==> src/aar_pkg.sv <==
// package for the asynchronous alert reporter: constants and types
// ----------------------------------------------------------------------------
// ----------------------------------------------------------------------------
package aar_pkg;
   // message codes and field values
   localparam logic [7:0] AAR_MSG_ALERT = 8'h04;
   localparam logic [7:0] AAR_MSG_REPLY = 8'h07;
   localparam logic [7:0] AAR_RC_OK = 8'h00;
   localparam logic [7:0] AAR_RC_BAD = 8'hFF;
   localparam logic [7:0] AAR_TY_OPER = 8'h00;
   localparam logic [7:0] AAR_TY_ADDR = 8'h01;
   localparam logic [7:0] AAR_TY_UNK = 8'h02;
   localparam logic [7:0] AAR_TY_INV = 8'h03;
   localparam logic [7:0] AAR_TY_PROT = 8'h04;
   localparam logic [7:0] AAR_TY_WARN = 8'h06;
   localparam logic [7:0] AAR_TY_ERP_LO = 8'h10;
   localparam logic [7:0] AAR_TY_ERP_HI = 8'h19;
   localparam logic [7:0] AAR_TY_MST_LO = 8'hBC;
   localparam logic [7:0] AAR_TY_MST_HI = 8'hC0;
   localparam logic [23:0] AAR_CODE_ADDR_ERR = 24'h01_0100;
   localparam logic [23:0] AAR_CODE_TOO_MUCH = 24'h04_0400;
   localparam logic [15:0] AAR_CODE_FAIL_PRED = 16'h0602;
   // frame data and queue sizing
   localparam int AAR_FD_MAX = 21;
   localparam int AAR_QDEPTH = 4;
   localparam int AAR_HDR_LEN = 11;
   // retransmission time
   localparam int AAR_CLK_MHZ = 250;
   localparam int AAR_RETX_MS = 500;
   localparam int AAR_RETX_CYC = AAR_RETX_MS * 1000 * AAR_CLK_MHZ;
   // register offsets
   localparam logic [7:0] AAR_REG_CFG = 8'h00;
   localparam logic [7:0] AAR_REG_PATH = 8'h04;
   localparam logic [7:0] AAR_REG_PLEN = 8'h08;
   localparam logic [7:0] AAR_REG_STAT = 8'h0C;
   // reset values
   localparam logic [15:0] AAR_TAG_RST = 16'h0000;
   localparam logic [2:0] AAR_PLEN_RST = 3'h4;

   // alert event from the port logic
   typedef struct packed {
      logic [23:0] code;
      logic [7:0] ctrl;
      logic [15:0] chan;
      logic fail_port;
   } aar_event_t;

   // decoded reply from the master
   typedef struct packed {
      logic [7:0] rc;
      logic [15:0] tag;
      logic [23:0] code;
   } aar_reply_t;

   // queued alert entry
   typedef struct packed {
      logic [23:0] code;
      logic [7:0] ctrl;
      logic [15:0] chan;
      logic [4:0] dlen;
      logic [AAR_FD_MAX*8-1:0] data;
   } aar_entry_t;

   typedef enum logic [1:0] {
      AAR_IDLE = 2'b00,
      AAR_SEND = 2'b01,
      AAR_WAIT = 2'b11
   } aar_state_t;
endpackage

==> src/aar_reporter.sv <==
// per-port asynchronous alert framer, queue, retransmit timer and reply check
`timescale 1ns/1ps
module aar_reporter
   import aar_pkg::*;
#(
   parameter int RETX_CYC = AAR_RETX_CYC
) (
   input wire logic clock,
   input wire logic rstn,
   input wire logic clk_en,
   input wire logic node_reset,
   input wire logic [7:0] reg_addr,
   input wire logic [31:0] reg_wdata,
   input wire logic reg_wr,
   input wire logic reg_rd,
   output logic [31:0] reg_rdata,
   input wire logic cap_start,
   input wire logic cap_vld,
   input wire logic [7:0] cap_byte,
   input wire logic ev_vld,
   input wire aar_event_t ev,
   output logic ev_rdy,
   input wire logic rep_vld,
   input wire aar_reply_t rep,
   output logic tx_vld,
   output logic [7:0] tx_byte,
   output logic tx_last,
   input wire logic tx_rdy,
   output logic priv_mode
);
   // ------------------------------------------------------------------
   // helper functions
   // ------------------------------------------------------------------
   function automatic logic ty_in(input logic [7:0] t, input logic [7:0] lo,
                                  input logic [7:0] hi);
      ty_in = (t >= lo) && (t <= hi);
   endfunction

   // frame context carries meaning only for these types
   function automatic logic ctx_valid(input logic [7:0] t);
      ctx_valid = (t == AAR_TY_UNK) || (t == AAR_TY_INV) || (t == AAR_TY_PROT);
   endfunction

   // ------------------------------------------------------------------
   // state
   // ------------------------------------------------------------------
   aar_state_t st_q;
   logic [15:0] tag_q;
   logic [7:0] port_q;
   logic egress_q;
   logic [31:0] path_q;
   logic [2:0] plen_q;
   logic [7:0] last_rc_q;
   logic priv_q;
   logic [7:0] cap_q [AAR_FD_MAX];
   logic [4:0] cap_n_q;
   aar_entry_t q_mem [AAR_QDEPTH];
   logic [1:0] hd_q;
   logic [1:0] tl_q;
   logic [2:0] cnt_q;
   logic [5:0] idx_q;
   logic [26:0] tmr_q;
   logic [7:0] dbyte_q;
   logic dlast_q;
   logic [31:0] rdata_q;

   aar_entry_t head;
   logic accept;
   logic push;
   logic pop;
   logic timeout;
   logic is_erp;
   logic [5:0] msg_len;
   logic [AAR_FD_MAX*8-1:0] cap_flat;

   assign head = q_mem[hd_q];
   assign is_erp = ty_in(ev.code[23:16], AAR_TY_ERP_LO, AAR_TY_ERP_HI);
   // erp exits leaving via the failing port are dropped, master codes never sent
   assign accept = !(is_erp && ev.fail_port == egress_q)
                   && !ty_in(ev.code[23:16], AAR_TY_MST_LO, AAR_TY_MST_HI);
   assign ev_rdy = (cnt_q != 3'(AAR_QDEPTH));
   assign push = clk_en && ev_vld && ev_rdy && accept;
   // only a reply for the pending alert with tag and code matching the head pops
   assign pop = clk_en && rep_vld && st_q == AAR_WAIT && rep.tag == tag_q
                && rep.code == head.code;
   assign timeout = (tmr_q == 27'(RETX_CYC - 1));
   assign msg_len = 6'(plen_q) + 6'(AAR_HDR_LEN)
                    + (ctx_valid(head.code[23:16]) ? 6'(head.dlen) : 6'h00);

   // flatten the capture buffer, byte 0 in the low lane
   always_comb begin
      cap_flat = '0;
      for (int i = 0; i < AAR_FD_MAX; i++) begin
         cap_flat[i*8 +: 8] = cap_q[i];
      end
   end

   // ------------------------------------------------------------------
   // register port
   // ------------------------------------------------------------------
   // configuration written by software
   always_ff @(posedge clock or negedge rstn) begin
      if (!rstn) begin
         tag_q <= AAR_TAG_RST;
         port_q <= '0;
         egress_q <= 1'b0;
         path_q <= '0;
         plen_q <= AAR_PLEN_RST;
      end else if (clk_en && reg_wr) begin
         if (reg_addr == AAR_REG_CFG) begin
            tag_q <= reg_wdata[15:0];
            port_q <= reg_wdata[23:16];
            egress_q <= reg_wdata[24];
         end
         if (reg_addr == AAR_REG_PATH) begin
            path_q <= reg_wdata;
         end
         if (reg_addr == AAR_REG_PLEN) begin
            plen_q <= (reg_wdata[2:0] > 3'h4) ? 3'h4 : reg_wdata[2:0];
         end
      end
   end

   // read data one cycle after the strobe, zero for unmapped offsets
   always_ff @(posedge clock or negedge rstn) begin
      if (!rstn) begin
         rdata_q <= '0;
      end else if (clk_en) begin
         rdata_q <= '0;
         if (reg_rd) begin
            unique case (reg_addr)
               AAR_REG_CFG: rdata_q <= {7'h00, egress_q, port_q, tag_q};
               AAR_REG_PATH: rdata_q <= path_q;
               AAR_REG_PLEN: rdata_q <= {29'h0, plen_q};
               AAR_REG_STAT: rdata_q <= {16'h0, last_rc_q, 3'b000, priv_q,
                                         cnt_q, st_q == AAR_WAIT};
               default: rdata_q <= '0;
            endcase
         end
      end
   end
   assign reg_rdata = rdata_q;

   // last return code from a matched reply
   always_ff @(posedge clock or negedge rstn) begin
      if (!rstn) begin
         last_rc_q <= AAR_RC_OK;
      end else if (pop) begin
         last_rc_q <= rep.rc;
      end
   end

   // privileged mode: an operation, address or erp alert sets it (wins over clear), software clears it
   always_ff @(posedge clock or negedge rstn) begin
      if (!rstn) begin
         priv_q <= 1'b0;
      end else if (clk_en) begin
         if (push && (ev.code[23:16] == AAR_TY_OPER || ev.code[23:16] == AAR_TY_ADDR
                      || is_erp)) begin
            priv_q <= 1'b1;
         end else if (reg_wr && reg_addr == AAR_REG_STAT && reg_wdata[0]) begin
            priv_q <= 1'b0;
         end
      end
   end
   assign priv_mode = priv_q;

   // ------------------------------------------------------------------
   // causing frame capture
   // ------------------------------------------------------------------
   // keeps the leading data bytes of the latest received frame
   always_ff @(posedge clock or negedge rstn) begin
      if (!rstn) begin
         cap_n_q <= '0;
         for (int i = 0; i < AAR_FD_MAX; i++) begin
            cap_q[i] <= '0;
         end
      end else if (clk_en) begin
         if (cap_start) begin
            cap_n_q <= '0;
         end else if (cap_vld && cap_n_q < 5'(AAR_FD_MAX)) begin
            cap_q[cap_n_q] <= cap_byte;
            cap_n_q <= cap_n_q + 5'h01;
         end
      end
   end

   // ------------------------------------------------------------------
   // alert queue
   // ------------------------------------------------------------------
   // entries wait here while one alert is outstanding
   always_ff @(posedge clock or negedge rstn) begin
      if (!rstn) begin
         for (int i = 0; i < AAR_QDEPTH; i++) begin
            q_mem[i] <= '0;
         end
      end else if (push) begin
         q_mem[tl_q].code <= ev.code;
         q_mem[tl_q].ctrl <= ev.ctrl;
         q_mem[tl_q].chan <= ev.chan;
         q_mem[tl_q].dlen <= cap_n_q;
         q_mem[tl_q].data <= cap_flat;
      end
   end

   // pointers and occupancy, cleared by node reset
   always_ff @(posedge clock or negedge rstn) begin
      if (!rstn) begin
         hd_q <= '0;
         tl_q <= '0;
         cnt_q <= '0;
      end else if (clk_en) begin
         if (node_reset) begin
            hd_q <= '0;
            tl_q <= '0;
            cnt_q <= '0;
         end else begin
            if (push) begin
               tl_q <= tl_q + 2'h1;
            end
            if (pop) begin
               hd_q <= hd_q + 2'h1;
            end
            cnt_q <= cnt_q + 3'(push) - 3'(pop);
         end
      end
   end

   // ------------------------------------------------------------------
   // de-queue and retransmit control
   // ------------------------------------------------------------------
   // idle -> send -> wait; timeout in wait goes back to send
   always_ff @(posedge clock or negedge rstn) begin
      if (!rstn) begin
         st_q <= AAR_IDLE;
      end else if (clk_en) begin
         if (node_reset) begin
            st_q <= AAR_IDLE;
         end else begin
            unique case (st_q)
               AAR_IDLE: if (cnt_q != 3'h0) st_q <= AAR_SEND;
               AAR_SEND: if (tx_rdy && dlast_q) st_q <= AAR_WAIT;
               AAR_WAIT: begin
                  if (pop) begin
                     st_q <= AAR_IDLE;
                  end else if (timeout) begin
                     st_q <= AAR_SEND;
                  end
               end
               default: st_q <= AAR_IDLE;
            endcase
         end
      end
   end

   // retransmit timer counts only while waiting
   always_ff @(posedge clock or negedge rstn) begin
      if (!rstn) begin
         tmr_q <= '0;
      end else if (clk_en) begin
         if (node_reset || st_q != AAR_WAIT || timeout) begin
            tmr_q <= '0;
         end else begin
            tmr_q <= tmr_q + 27'h1;
         end
      end
   end

   // ------------------------------------------------------------------
   // message serialiser
   // ------------------------------------------------------------------
   // byte at position i: path bytes, then the alert message
   function automatic logic [7:0] msg_byte(input logic [5:0] i);
      logic [5:0] j;
      logic fv;
      j = i - 6'(plen_q);
      fv = ctx_valid(head.code[23:16]);
      if (i < 6'(plen_q)) begin
         msg_byte = path_q[8*(3 - 32'(i)) +: 8];
      end else begin
         unique case (j)
            6'd0: msg_byte = AAR_MSG_ALERT;
            6'd1: msg_byte = port_q;
            6'd2: msg_byte = tag_q[15:8];
            6'd3: msg_byte = tag_q[7:0];
            6'd4: msg_byte = head.code[23:16];
            6'd5: msg_byte = head.code[15:8];
            6'd6: msg_byte = head.code[7:0];
            6'd7: msg_byte = 8'h00;
            6'd8: msg_byte = fv ? head.ctrl : 8'h00;
            6'd9: msg_byte = fv ? head.chan[15:8] : 8'h00;
            6'd10: msg_byte = fv ? head.chan[7:0] : 8'h00;
            default: msg_byte = head.data[8*(32'(j) - AAR_HDR_LEN) +: 8];
         endcase
      end
   endfunction

   // index and registered byte; restart from byte 0 on each launch
   always_ff @(posedge clock or negedge rstn) begin
      if (!rstn) begin
         idx_q <= '0;
         dbyte_q <= '0;
         dlast_q <= 1'b0;
      end else if (clk_en) begin
         if (st_q != AAR_SEND || (tx_rdy && dlast_q)) begin
            idx_q <= 6'h01;
            dbyte_q <= msg_byte(6'h00);
            dlast_q <= 1'b0;
         end else if (tx_rdy) begin
            idx_q <= idx_q + 6'h01;
            dbyte_q <= msg_byte(idx_q);
            dlast_q <= (idx_q == msg_len - 6'h01);
         end
      end
   end
   assign tx_vld = (st_q == AAR_SEND) && !node_reset;
   assign tx_byte = dbyte_q;
   assign tx_last = dlast_q;

   // ------------------------------------------------------------------
   // checks
   // ------------------------------------------------------------------
   a_erp_same_drop: assert property (@(posedge clock) disable iff (!rstn)
      (clk_en && ev_vld && ev_rdy && is_erp && ev.fail_port == egress_q && !node_reset)
      |=> cnt_q == $past(cnt_q) - 3'($past(pop)))
      else $error("erp alert via failing port was queued");

   a_master_code_drop: assert property (@(posedge clock) disable iff (!rstn)
      push |-> !ty_in(ev.code[23:16], AAR_TY_MST_LO, AAR_TY_MST_HI))
      else $error("master generated alert code queued");

   a_pending_held: assert property (@(posedge clock) disable iff (!rstn)
      (st_q == AAR_WAIT && !pop && !timeout && !node_reset) |=> st_q == AAR_WAIT)
      else $error("pending alert left without reply");

   a_retx_after_timeout: assert property (@(posedge clock) disable iff (!rstn)
      (clk_en && st_q == AAR_WAIT && timeout && !pop && !node_reset)
      |=> st_q == AAR_SEND && tmr_q == 27'h0)
      else $error("no retransmission after timeout");

   a_tag_mismatch_ign: assert property (@(posedge clock) disable iff (!rstn)
      (rep_vld && rep.tag != tag_q) |-> !pop)
      else $error("reply with wrong tag accepted");

   a_idle_reply_drop: assert property (@(posedge clock) disable iff (!rstn)
      (clk_en && rep_vld && st_q != AAR_WAIT && !push && !node_reset)
      |=> cnt_q == $past(cnt_q))
      else $error("reply without pending alert changed queue");

   a_reset_clears: assert property (@(posedge clock) disable iff (!rstn)
      (clk_en && node_reset) |=> st_q == AAR_IDLE && cnt_q == 3'h0 && tmr_q == 27'h0)
      else $error("node reset did not clear alert state");

   a_first_byte_code: assert property (@(posedge clock) disable iff (!rstn)
      (clk_en && st_q == AAR_SEND && tx_rdy && idx_q == 6'(plen_q))
      |=> tx_byte == AAR_MSG_ALERT)
      else $error("alert message code byte wrong");

   a_launch_needs_entry: assert property (@(posedge clock) disable iff (!rstn)
      ($rose(st_q == AAR_SEND) && $past(st_q) == AAR_IDLE) |-> $past(cnt_q) != 3'h0)
      else $error("alert launched with empty queue");

   a_addr_err_priv: assert property (@(posedge clock) disable iff (!rstn)
      (push && ev.code == AAR_CODE_ADDR_ERR) |=> priv_q)
      else $error("address error did not set privileged mode");

   a_too_much_keep: assert property (@(posedge clock) disable iff (!rstn)
      (push && ev.code == AAR_CODE_TOO_MUCH && !(reg_wr && reg_addr == AAR_REG_STAT))
      |=> priv_q == $past(priv_q))
      else $error("too much data changed port mode");

   a_fail_pred_keep: assert property (@(posedge clock) disable iff (!rstn)
      (push && ev.code[23:8] == AAR_CODE_FAIL_PRED && !(reg_wr && reg_addr == AAR_REG_STAT))
      |=> priv_q == $past(priv_q))
      else $error("failure prediction changed port mode");
endmodule // aar_reporter

==> config.mk <==
export PLATFORM = sky130hd
export DESIGN_NAME = aar_reporter
export DESIGN_NICKNAME = d
export VERILOG_FILES = /design/src/aar_pkg.sv /design/src/aar_reporter.sv
export SDC_FILE = /design/constraint.sdc
export NUM_CORES = 2
export LEC_CHECK = 0
export BUFFER_PORTS_ARGS = -buffer_cell sky130_fd_sc_hd__buf_2
export CAP_MARGIN = 20
export CELL_PAD_IN_SITES_DETAIL_PLACEMENT = 1
export CELL_PAD_IN_SITES_GLOBAL_PLACEMENT = 1
export CORE_MARGIN = 3
export CORE_UTILIZATION = 53
export DETAILED_ROUTE_END_ITERATION = 12
export PLACE_DENSITY = 0.79
export RECOVER_POWER = 100
export SLEW_MARGIN = 10
export SYNTH_ARGS = -nofsm -noshare
export SYNTH_HDL_FRONTEND = slang
export SYNTH_SLANG_ARGS = --single-unit
==> constraint.sdc <==
create_clock -name clock -period 4.66 [get_ports clock]
set_input_delay 0.699 -clock clock [delete_from_list [all_inputs] [get_ports clock]]
set_output_delay 0.699 -clock clock [all_outputs]
set_load 0.05 [all_outputs]
# --- After elaboration in Yosys (flattened, before gate mapping) ---
# Index checks and enable logic that the tools add are counted.
classes:
  add_sub_neg: 15
  mul: 0
  n_div: 0
  n_lt_le_gt_ge: 13
  n_eq_ne: 40
  shifts: 3
  mux: 54
  n_bitwise: 4
  reduce_logical: 51
ops:
  columns: ["operator", "count"]
  rows:
  - ["bitwise mux 884 bit", 5]
  - ["demux 221 bit (select 2 bit)", 5]
  - ["2-to-1 mux 221 bit", 3]
  - ["binary-select mux 221 bit (select 2 bit)", 1]
  - ["indexed part select 168 x 33 -> 8 bit", 2]
  - ["2-to-1 mux 197 bit", 1]
  - ["2-to-1 mux 189 bit", 1]
  - ["one-hot mux 8 bit (11 select lines)", 2]
  - ["2-to-1 mux 173 bit", 1]
  - ["bitwise mux 168 bit", 1]
  - ["2-to-1 mux 168 bit", 1]
  - ["one-hot mux 32 bit (4 select lines)", 1]
  - ["2-to-1 mux 8 bit", 8]
  - ["== test 6 x 3 -> 1 bit, second input constant", 8]
  - ["demux 8 bit (select 5 bit)", 1]
  - ["== test 6 x 4 -> 1 bit, second input constant", 6]
  - ["indexed part select 32 x 33 -> 8 bit", 1]
  - ["2-to-1 mux 32 bit", 1]
  - ["adder 27 x 1 -> 27 bit, second input constant", 1]
  - ["== test 27 bit, second input constant", 1]
  - ["2-to-1 mux 27 bit", 1]
  - ["== test 24 bit", 1]
  - ["== test 6 x 2 -> 1 bit, second input constant", 4]
  - ["logical AND 1 bit", 20]
  - ["other kinds (57)", 103]
word_totals:
  regBits: 1209
  latch_bits: 0
  mem_bits_rw: 0
  rom_bits: 0
  input_bits: 156
  out_inout_bits: 44
  wordCells: 238
  memories: 0

# --- Depth between registers and ports, before layout ---
depth:
  word_depth: 13
  ltp_mapped: 19
  ltp_nobuf: 15

# --- Worst setup path after synthesis ---
# No wires, ideal clock.
synth_path:
  path_type: "register to register"
  start: "register idx_q[0]"
  end: "register dbyte_q[5] (netlist: tx_byte[5])"
  setup_ns: 0.082
  arrival_ns: 4.039
  t_required_ns: 4.578
  setup_slack_ns: 0.539
  path_stages_with_launch: 15
  path_buffers: 2
  synth_period_minus_slack_ns: 4.121
  cell_sequence: "dfrtp_1 -> clkbuf_1 -> inv_1 -> ha_1 -> fa_1 -> inv_1 -> ha_1 -> clkbuf_1 -> or4_1 -> o21ai_0 -> nor3_1 -> a211o_1 -> a222oi_1 -> o221ai_1 -> a31oi_1"
synth_between:
  elab_chain_cells: 7
  word_cells_on_any_way: 21
  cone_classes: "add/sub (3); order compare (1); eq/ne (10); shift (2); mux (4); reduce/logical (1)"
synth_rtl:
  columns: ["item", "line_no", "source"]
  rows:
  - ["start: declaration", "aar_reporter.sv:61", "logic [5:0] idx_q;"]
  - ["start signal: assignment", "aar_reporter.sv:310", "idx_q <= idx_q + 6'h01;"]
  - ["subtractor 6 x 3 -> 6 bit", "aar_reporter.sv:276", "j = i - 6'(plen_q);"]
  - ["subtractor 6 x 4 -> 7 bit", "aar_reporter.sv:293", "default: msg_byte = head.data[8*(32'(j) - AAR_HDR_LEN) +: 8];"]
  - ["indexed part select 168 x 33 -> 8 bit", "aar_reporter.sv:293", null]
  - ["one-hot mux 8 bit (11 select lines)", "aar_reporter.sv:281", "unique case (j)"]
  - ["2-to-1 mux 8 bit *", "aar_reporter.sv:278", "if (i < 6'(plen_q)) begin"]
  - ["2-to-1 mux 8 bit *", "aar_reporter.sv:309", "end else if (tx_rdy) begin"]
  - ["2-to-1 mux 8 bit *", "aar_reporter.sv:305", "if (st_q != AAR_SEND || (tx_rdy && dlast_q)) begin"]
  - ["end signal: assignment", "aar_reporter.sv:307", "dbyte_q <= msg_byte(6'h00);"]
  - ["end signal: assignment", "aar_reporter.sv:311", "dbyte_q <= msg_byte(idx_q);"]
  - ["end: declaration", "aar_reporter.sv:63", "logic [7:0] dbyte_q;"]
# Mark *: on every way between the ends. The rest lies on a longest branch, timed or not. The select of a mux whose other input is x is not followed.
# A chain may end at the register's enable or synchronous reset.

# --- Worst setup path after layout ---
layout_path:
  start: "register cnt_q[2]"
  end: "register q_mem[659] (netlist bit)"
layout_between:
  elab_chain_cells: 3
layout_rtl:
  columns: ["item", "line_no", "source"]
  rows:
  - ["start: declaration", "aar_reporter.sv:60", "logic [2:0] cnt_q;"]
  - ["start signal: assignment", "aar_reporter.sv:224", "cnt_q <= cnt_q + 3'(push) - 3'(pop);"]
  - ["!= test 3 bit", "aar_reporter.sv:81", "assign ev_rdy = (cnt_q != 3'(AAR_QDEPTH));"]
  - ["logical AND 1 bit (2 in a row)", "aar_reporter.sv:82", "assign push = clk_en && ev_vld && ev_rdy && accept;"]
  - ["end: declaration", "aar_reporter.sv:57", "aar_entry_t q_mem [AAR_QDEPTH];"]
# No other way between the ends.

==> run summary <==
* Crit path max-delay family: simple AND/OR/NAND/NOR gates
* iteration-0 DRC count of the detailed router: 2476
* data arrival time of the worst path: 4980 ps
* post-synthesis average cell area: 14.8 sq um
* portion of the clock cycle consumed by the worst path in the final layout: 93.8%
* async set-or-reset flop fraction in the synthesized netlist: 100%
* cell area after synthesis: 55000 sq um
* setup slack of the most critical reg-to-reg path: 290 ps
* Tightest Pin Transition: 3230 ps
* Final setup violation count: 0
* most instantiated flip-flop cell in the synthesis netlist: dfrtp_1
* per-cell via count in the routed design: 6.36
* Max-Cap Viols: 21
* total routed wirelength: 157 mm
* required time reported for the critical path endpoint: 5270 ps
* cell area after placement: 58000 sq um
* post-route clock skew: 20.8 ps
* Clk pin slew, worst setup/hold paths: 60 ps
* number of routed nets with antenna violations: 0
* total area of multi-input combinational cells: 23500 sq um
* area enclosed by the die boundary: 108000 sq um
* Final nets: 4093
* half-perimeter wire length after placement: 100 mm
* Die Y-Extent: 328 um
* placeable core region: 102000 sq um
* Hold Crit Class: in2async
* origin of the worst setup path: cnt_q[2]
* total of hold buffers inserted after clock tree synthesis: 0
* Final Wtd Congestion: 0.942
* worst path buffer plus inverter count: 2
* nature of the critical path endpoint: register
* DR pass1 iterations: 5
* depth of the worst register-to-register path: 7
* R2R Path End: q_mem[659]
* proportion of synthesized chip area in sequential cells: 55.0%
* nets in the synthesized netlist: 3898
* crit path time final: 4370 ps
* reg-to-reg startpoint: cnt_q[2]
* floorplan die width: 328 um
* CTS Buf Count: 121
* postcts setup bufs: 0
* port buffer count: 199
* fin area: 61500 sq um
* violations in the final reports: capacitance limit, slew limit
* root buf cell: clkbuf_16
* result of the run: finished, violations left
* number of synthesized flops with an enable pin: 0
* Pwr per Cell Area: 492 nW/um^2
* number of antenna violations at the first check in global routing: 9
* Hold Fails Final Rpt: 0
* routed length per instance: 29.2 um
* Synth warnings: 0
* critical path class: reg2reg
* Final Instance Count excl. Fillers: 5382
* Longest Clk Path Bufs: 3
* largest fanout of any net on the critical path: 29
* clock tree from TritonCTS: built
* maximum vdd ir drop: 0.000383 V
* io pins: 200
* leakage power: 28.1 nW
* cell at the slowest stage of the critical path: and2_1
* worst-path cell chain: inv_1 > or3_1 > nand4_1 > a21oi_1 > and2_1 > clkbuf_2 > mux2_2
* number of gates resized after cts: 0
* synthesized instance count: 3711
* largest net degree at the start of global routing: 139
* achievable frequency: 229 MHz
* overall track demand over capacity in global routing: 29.4%
* global-route wire length before repair: 242 mm
* number of cells on the critical path: 7
* GRT overflow: 0
* clock sink count: 1209
* post-synthesis sequential element count: 1209
* fill cell instance count of the final layout: 9482
* fraction of layout cells with a size suffix above 1: 43.9%
* post-route DRC violation count: 0
* area grow syn2layout: 11.7%
* setup repair after global routing missed its margin: no
* Worst Setup Start Kind: register
* max-slew headroom at the worst pin: -115%
* count of different cell masters after synthesis: 65
* vias in the first global route: 37596
* count of final max-slew check failures: 1183
* register cell area after layout: 30300 sq um
* final total negative setup slack: 0 ps
* Max stage delay on crit path: 1700 ps
* cell row count: 117
* effective utilization at floorplan: 53.7%
* H-tree levels: 3
* worst setup path endpoint: q_mem[659]
* Inst Count DP: 5150
* total vias in the final route: 34211
* clock network latency to the later pin of the worst-skew pair: 730 ps
worst reg2reg max path, stage by stage (launching register included):
cell and delay [ps]:
dfrtp_1 470, inv_1 100, or3_1 180, nand4_1 110, a21oi_1 690, and2_1 1710
clkbuf_2 590, mux2_2 400
Yosys cell counts, drive strengths merged (4+ instances only):
library cell / n / area [sq um]
o2bb2ai: 27 / 236
ha: 28 / 350
o22ai: 5 / 31.3
a222oi: 8 / 80.1
and3: 8 / 50.1
a211oi: 6 / 45.0
a22oi: 24 / 180
o41ai: 11 / 96.3
mux2: 1126 / 12700
a31oi: 10 / 62.6
nor2b: 12 / 75.1
buf: 158 / 802
inv: 37 / 139
o221ai: 4 / 35.0
or3: 7 / 53.8
a221oi: 37 / 324
nand3: 48 / 240
dfrtp: 1208 / 30200
nand2: 111 / 417
a21oi: 51 / 255
a22o: 35 / 307
o211ai: 15 / 118
mux2i: 40 / 400
nand3b: 4 / 30.0
a21o: 8 / 60.1
nand2b: 12 / 75.1
xnor2: 53 / 464
nor4: 17 / 106
nor2: 84 / 315
a221o: 4 / 40.0
clkbuf: 94 / 353
o21ai: 51 / 255
nor3: 27 / 135
and2: 17 / 106
xor2: 26 / 228
mux4: 224 / 5040
or4: 4 / 30.0
nand4: 29 / 181
o2111ai: 4 / 35.0
cell type report:
class                   count  share of cell area (%)
diodes                      7                  0.0285
flip-flops and latches   1209                    49.2
repair buffers            324                    2.87
multi-input cells        2213                    38.3
inverters                  37                   0.226
clock buffers             191                    5.92
clock inverters            33                   0.650
well taps                1368                    2.79
cells by family after synthesis:
group	count (synthesis)	synth area share [%]
compound gates	322	4.28
xor+xnor	79	1.26
fa+ha+maj	32	0.764
buf+inv	289	2.35
flops	1209	55.0
mux	1390	32.9
simple gates	390	3.45
how the worst min path moves through the flow:
| stage | cells after the start | end | slack [ps] |
|---|---|---|---|
| 2_1_floorplan | 0 | cap_flat[0] | 400 |
| 3_3_place_gp | 2 | last_rc_q[7] | 450 |
| 3_5_place_dp | 2 | last_rc_q[7] | 460 |
| 4_1_cts | 1 | q_mem[425] | 50 |
| 5_1_grt | 1 | q_mem[425] | 50 |
| 6_report | 1 | q_mem[425] | 1 |
registers in the layout, indices dropped and copies added (netlist names), 8 cells and up:
name / cells
cap_flat: 168
last_rc_q: 8
path_q: 32
port_q: 8
q_mem: 884
reg_rdata: 32
tag_q: 16
tmr_q: 27
tx_byte: 8
power breakdown:
part	leakage, nW	switching, mW	total (mW)	internal [mW]
logic	9.77	4.41	7.49	3.08
clock network	1.97	4.23	9.86	5.64
registers	16.4	0.985	12.9	11.9
total	28.1	9.63	30.3	20.6
cell usage in the layout (no fill, tap or decap), types with 9 or more instances in the layout:
| cell type | Yosys | routed |
|---|---|---|
| dfrtp_1 | 1208 | 1206 |
| mux2_2 | 1126 | 1111 |
| mux4_2 | 224 | 224 |
| buf_2 | 110 | 155 |
| clkbuf_1 | 94 | 136 |
| clkbuf_16 | 0 | 121 |
| nand2_1 | 111 | 111 |
| nor2_1 | 84 | 82 |
| xnor2_1 | 53 | 51 |
| a21oi_1 | 51 | 51 |
| o21ai_0 | 51 | 50 |
| nand3_1 | 48 | 48 |
| buf_4 | 15 | 42 |
| mux2i_1 | 40 | 40 |
| inv_1 | 37 | 37 |
| a221oi_1 | 37 | 37 |
| a22o_1 | 35 | 35 |
| clkbuf_8 | 0 | 35 |
| nand4_1 | 29 | 29 |
| ha_1 | 28 | 28 |
| nor3_1 | 27 | 27 |
| o2bb2ai_1 | 27 | 27 |
| xor2_1 | 26 | 26 |
| a22oi_1 | 24 | 24 |
| nor4_1 | 17 | 17 |
| mux2_1 | 0 | 15 |
| clkinv_2 | 0 | 15 |
| and2_1 | 17 | 14 |
| o211ai_1 | 14 | 14 |
| nand2b_1 | 12 | 12 |
| nor2b_1 | 12 | 11 |
| o41ai_1 | 11 | 11 |
| a31oi_1 | 10 | 10 |
| clkbuf_2 | 0 | 10 |
| buf_12 | 0 | 9 |
routing by layer:
metal	GRT usage [%]	wire [um]
met5	0	27
met2	47.7	76200
met3	5.22	9810
met1	40.2	65500
met4	10.9	5730
per-stage QoR:
step / power [mW] / hold slack [ps] / worst slack [ps] / utilization, %
6_report: 30.3 / 1.13 / 290 / 60.0
5_1_grt: 31.5 / 51.4 / 124 / 60.0
4_1_cts: 30.4 / 53.8 / 465 / 60.5
3_5_place_dp: 20.4 / 456 / 493 / 56.6
3_3_place_gp: 20.0 / 452 / 534 / 56.5
2_1_floorplan: 17.3 / 403 / 539 / -
(Power assumes the default switching activity.)
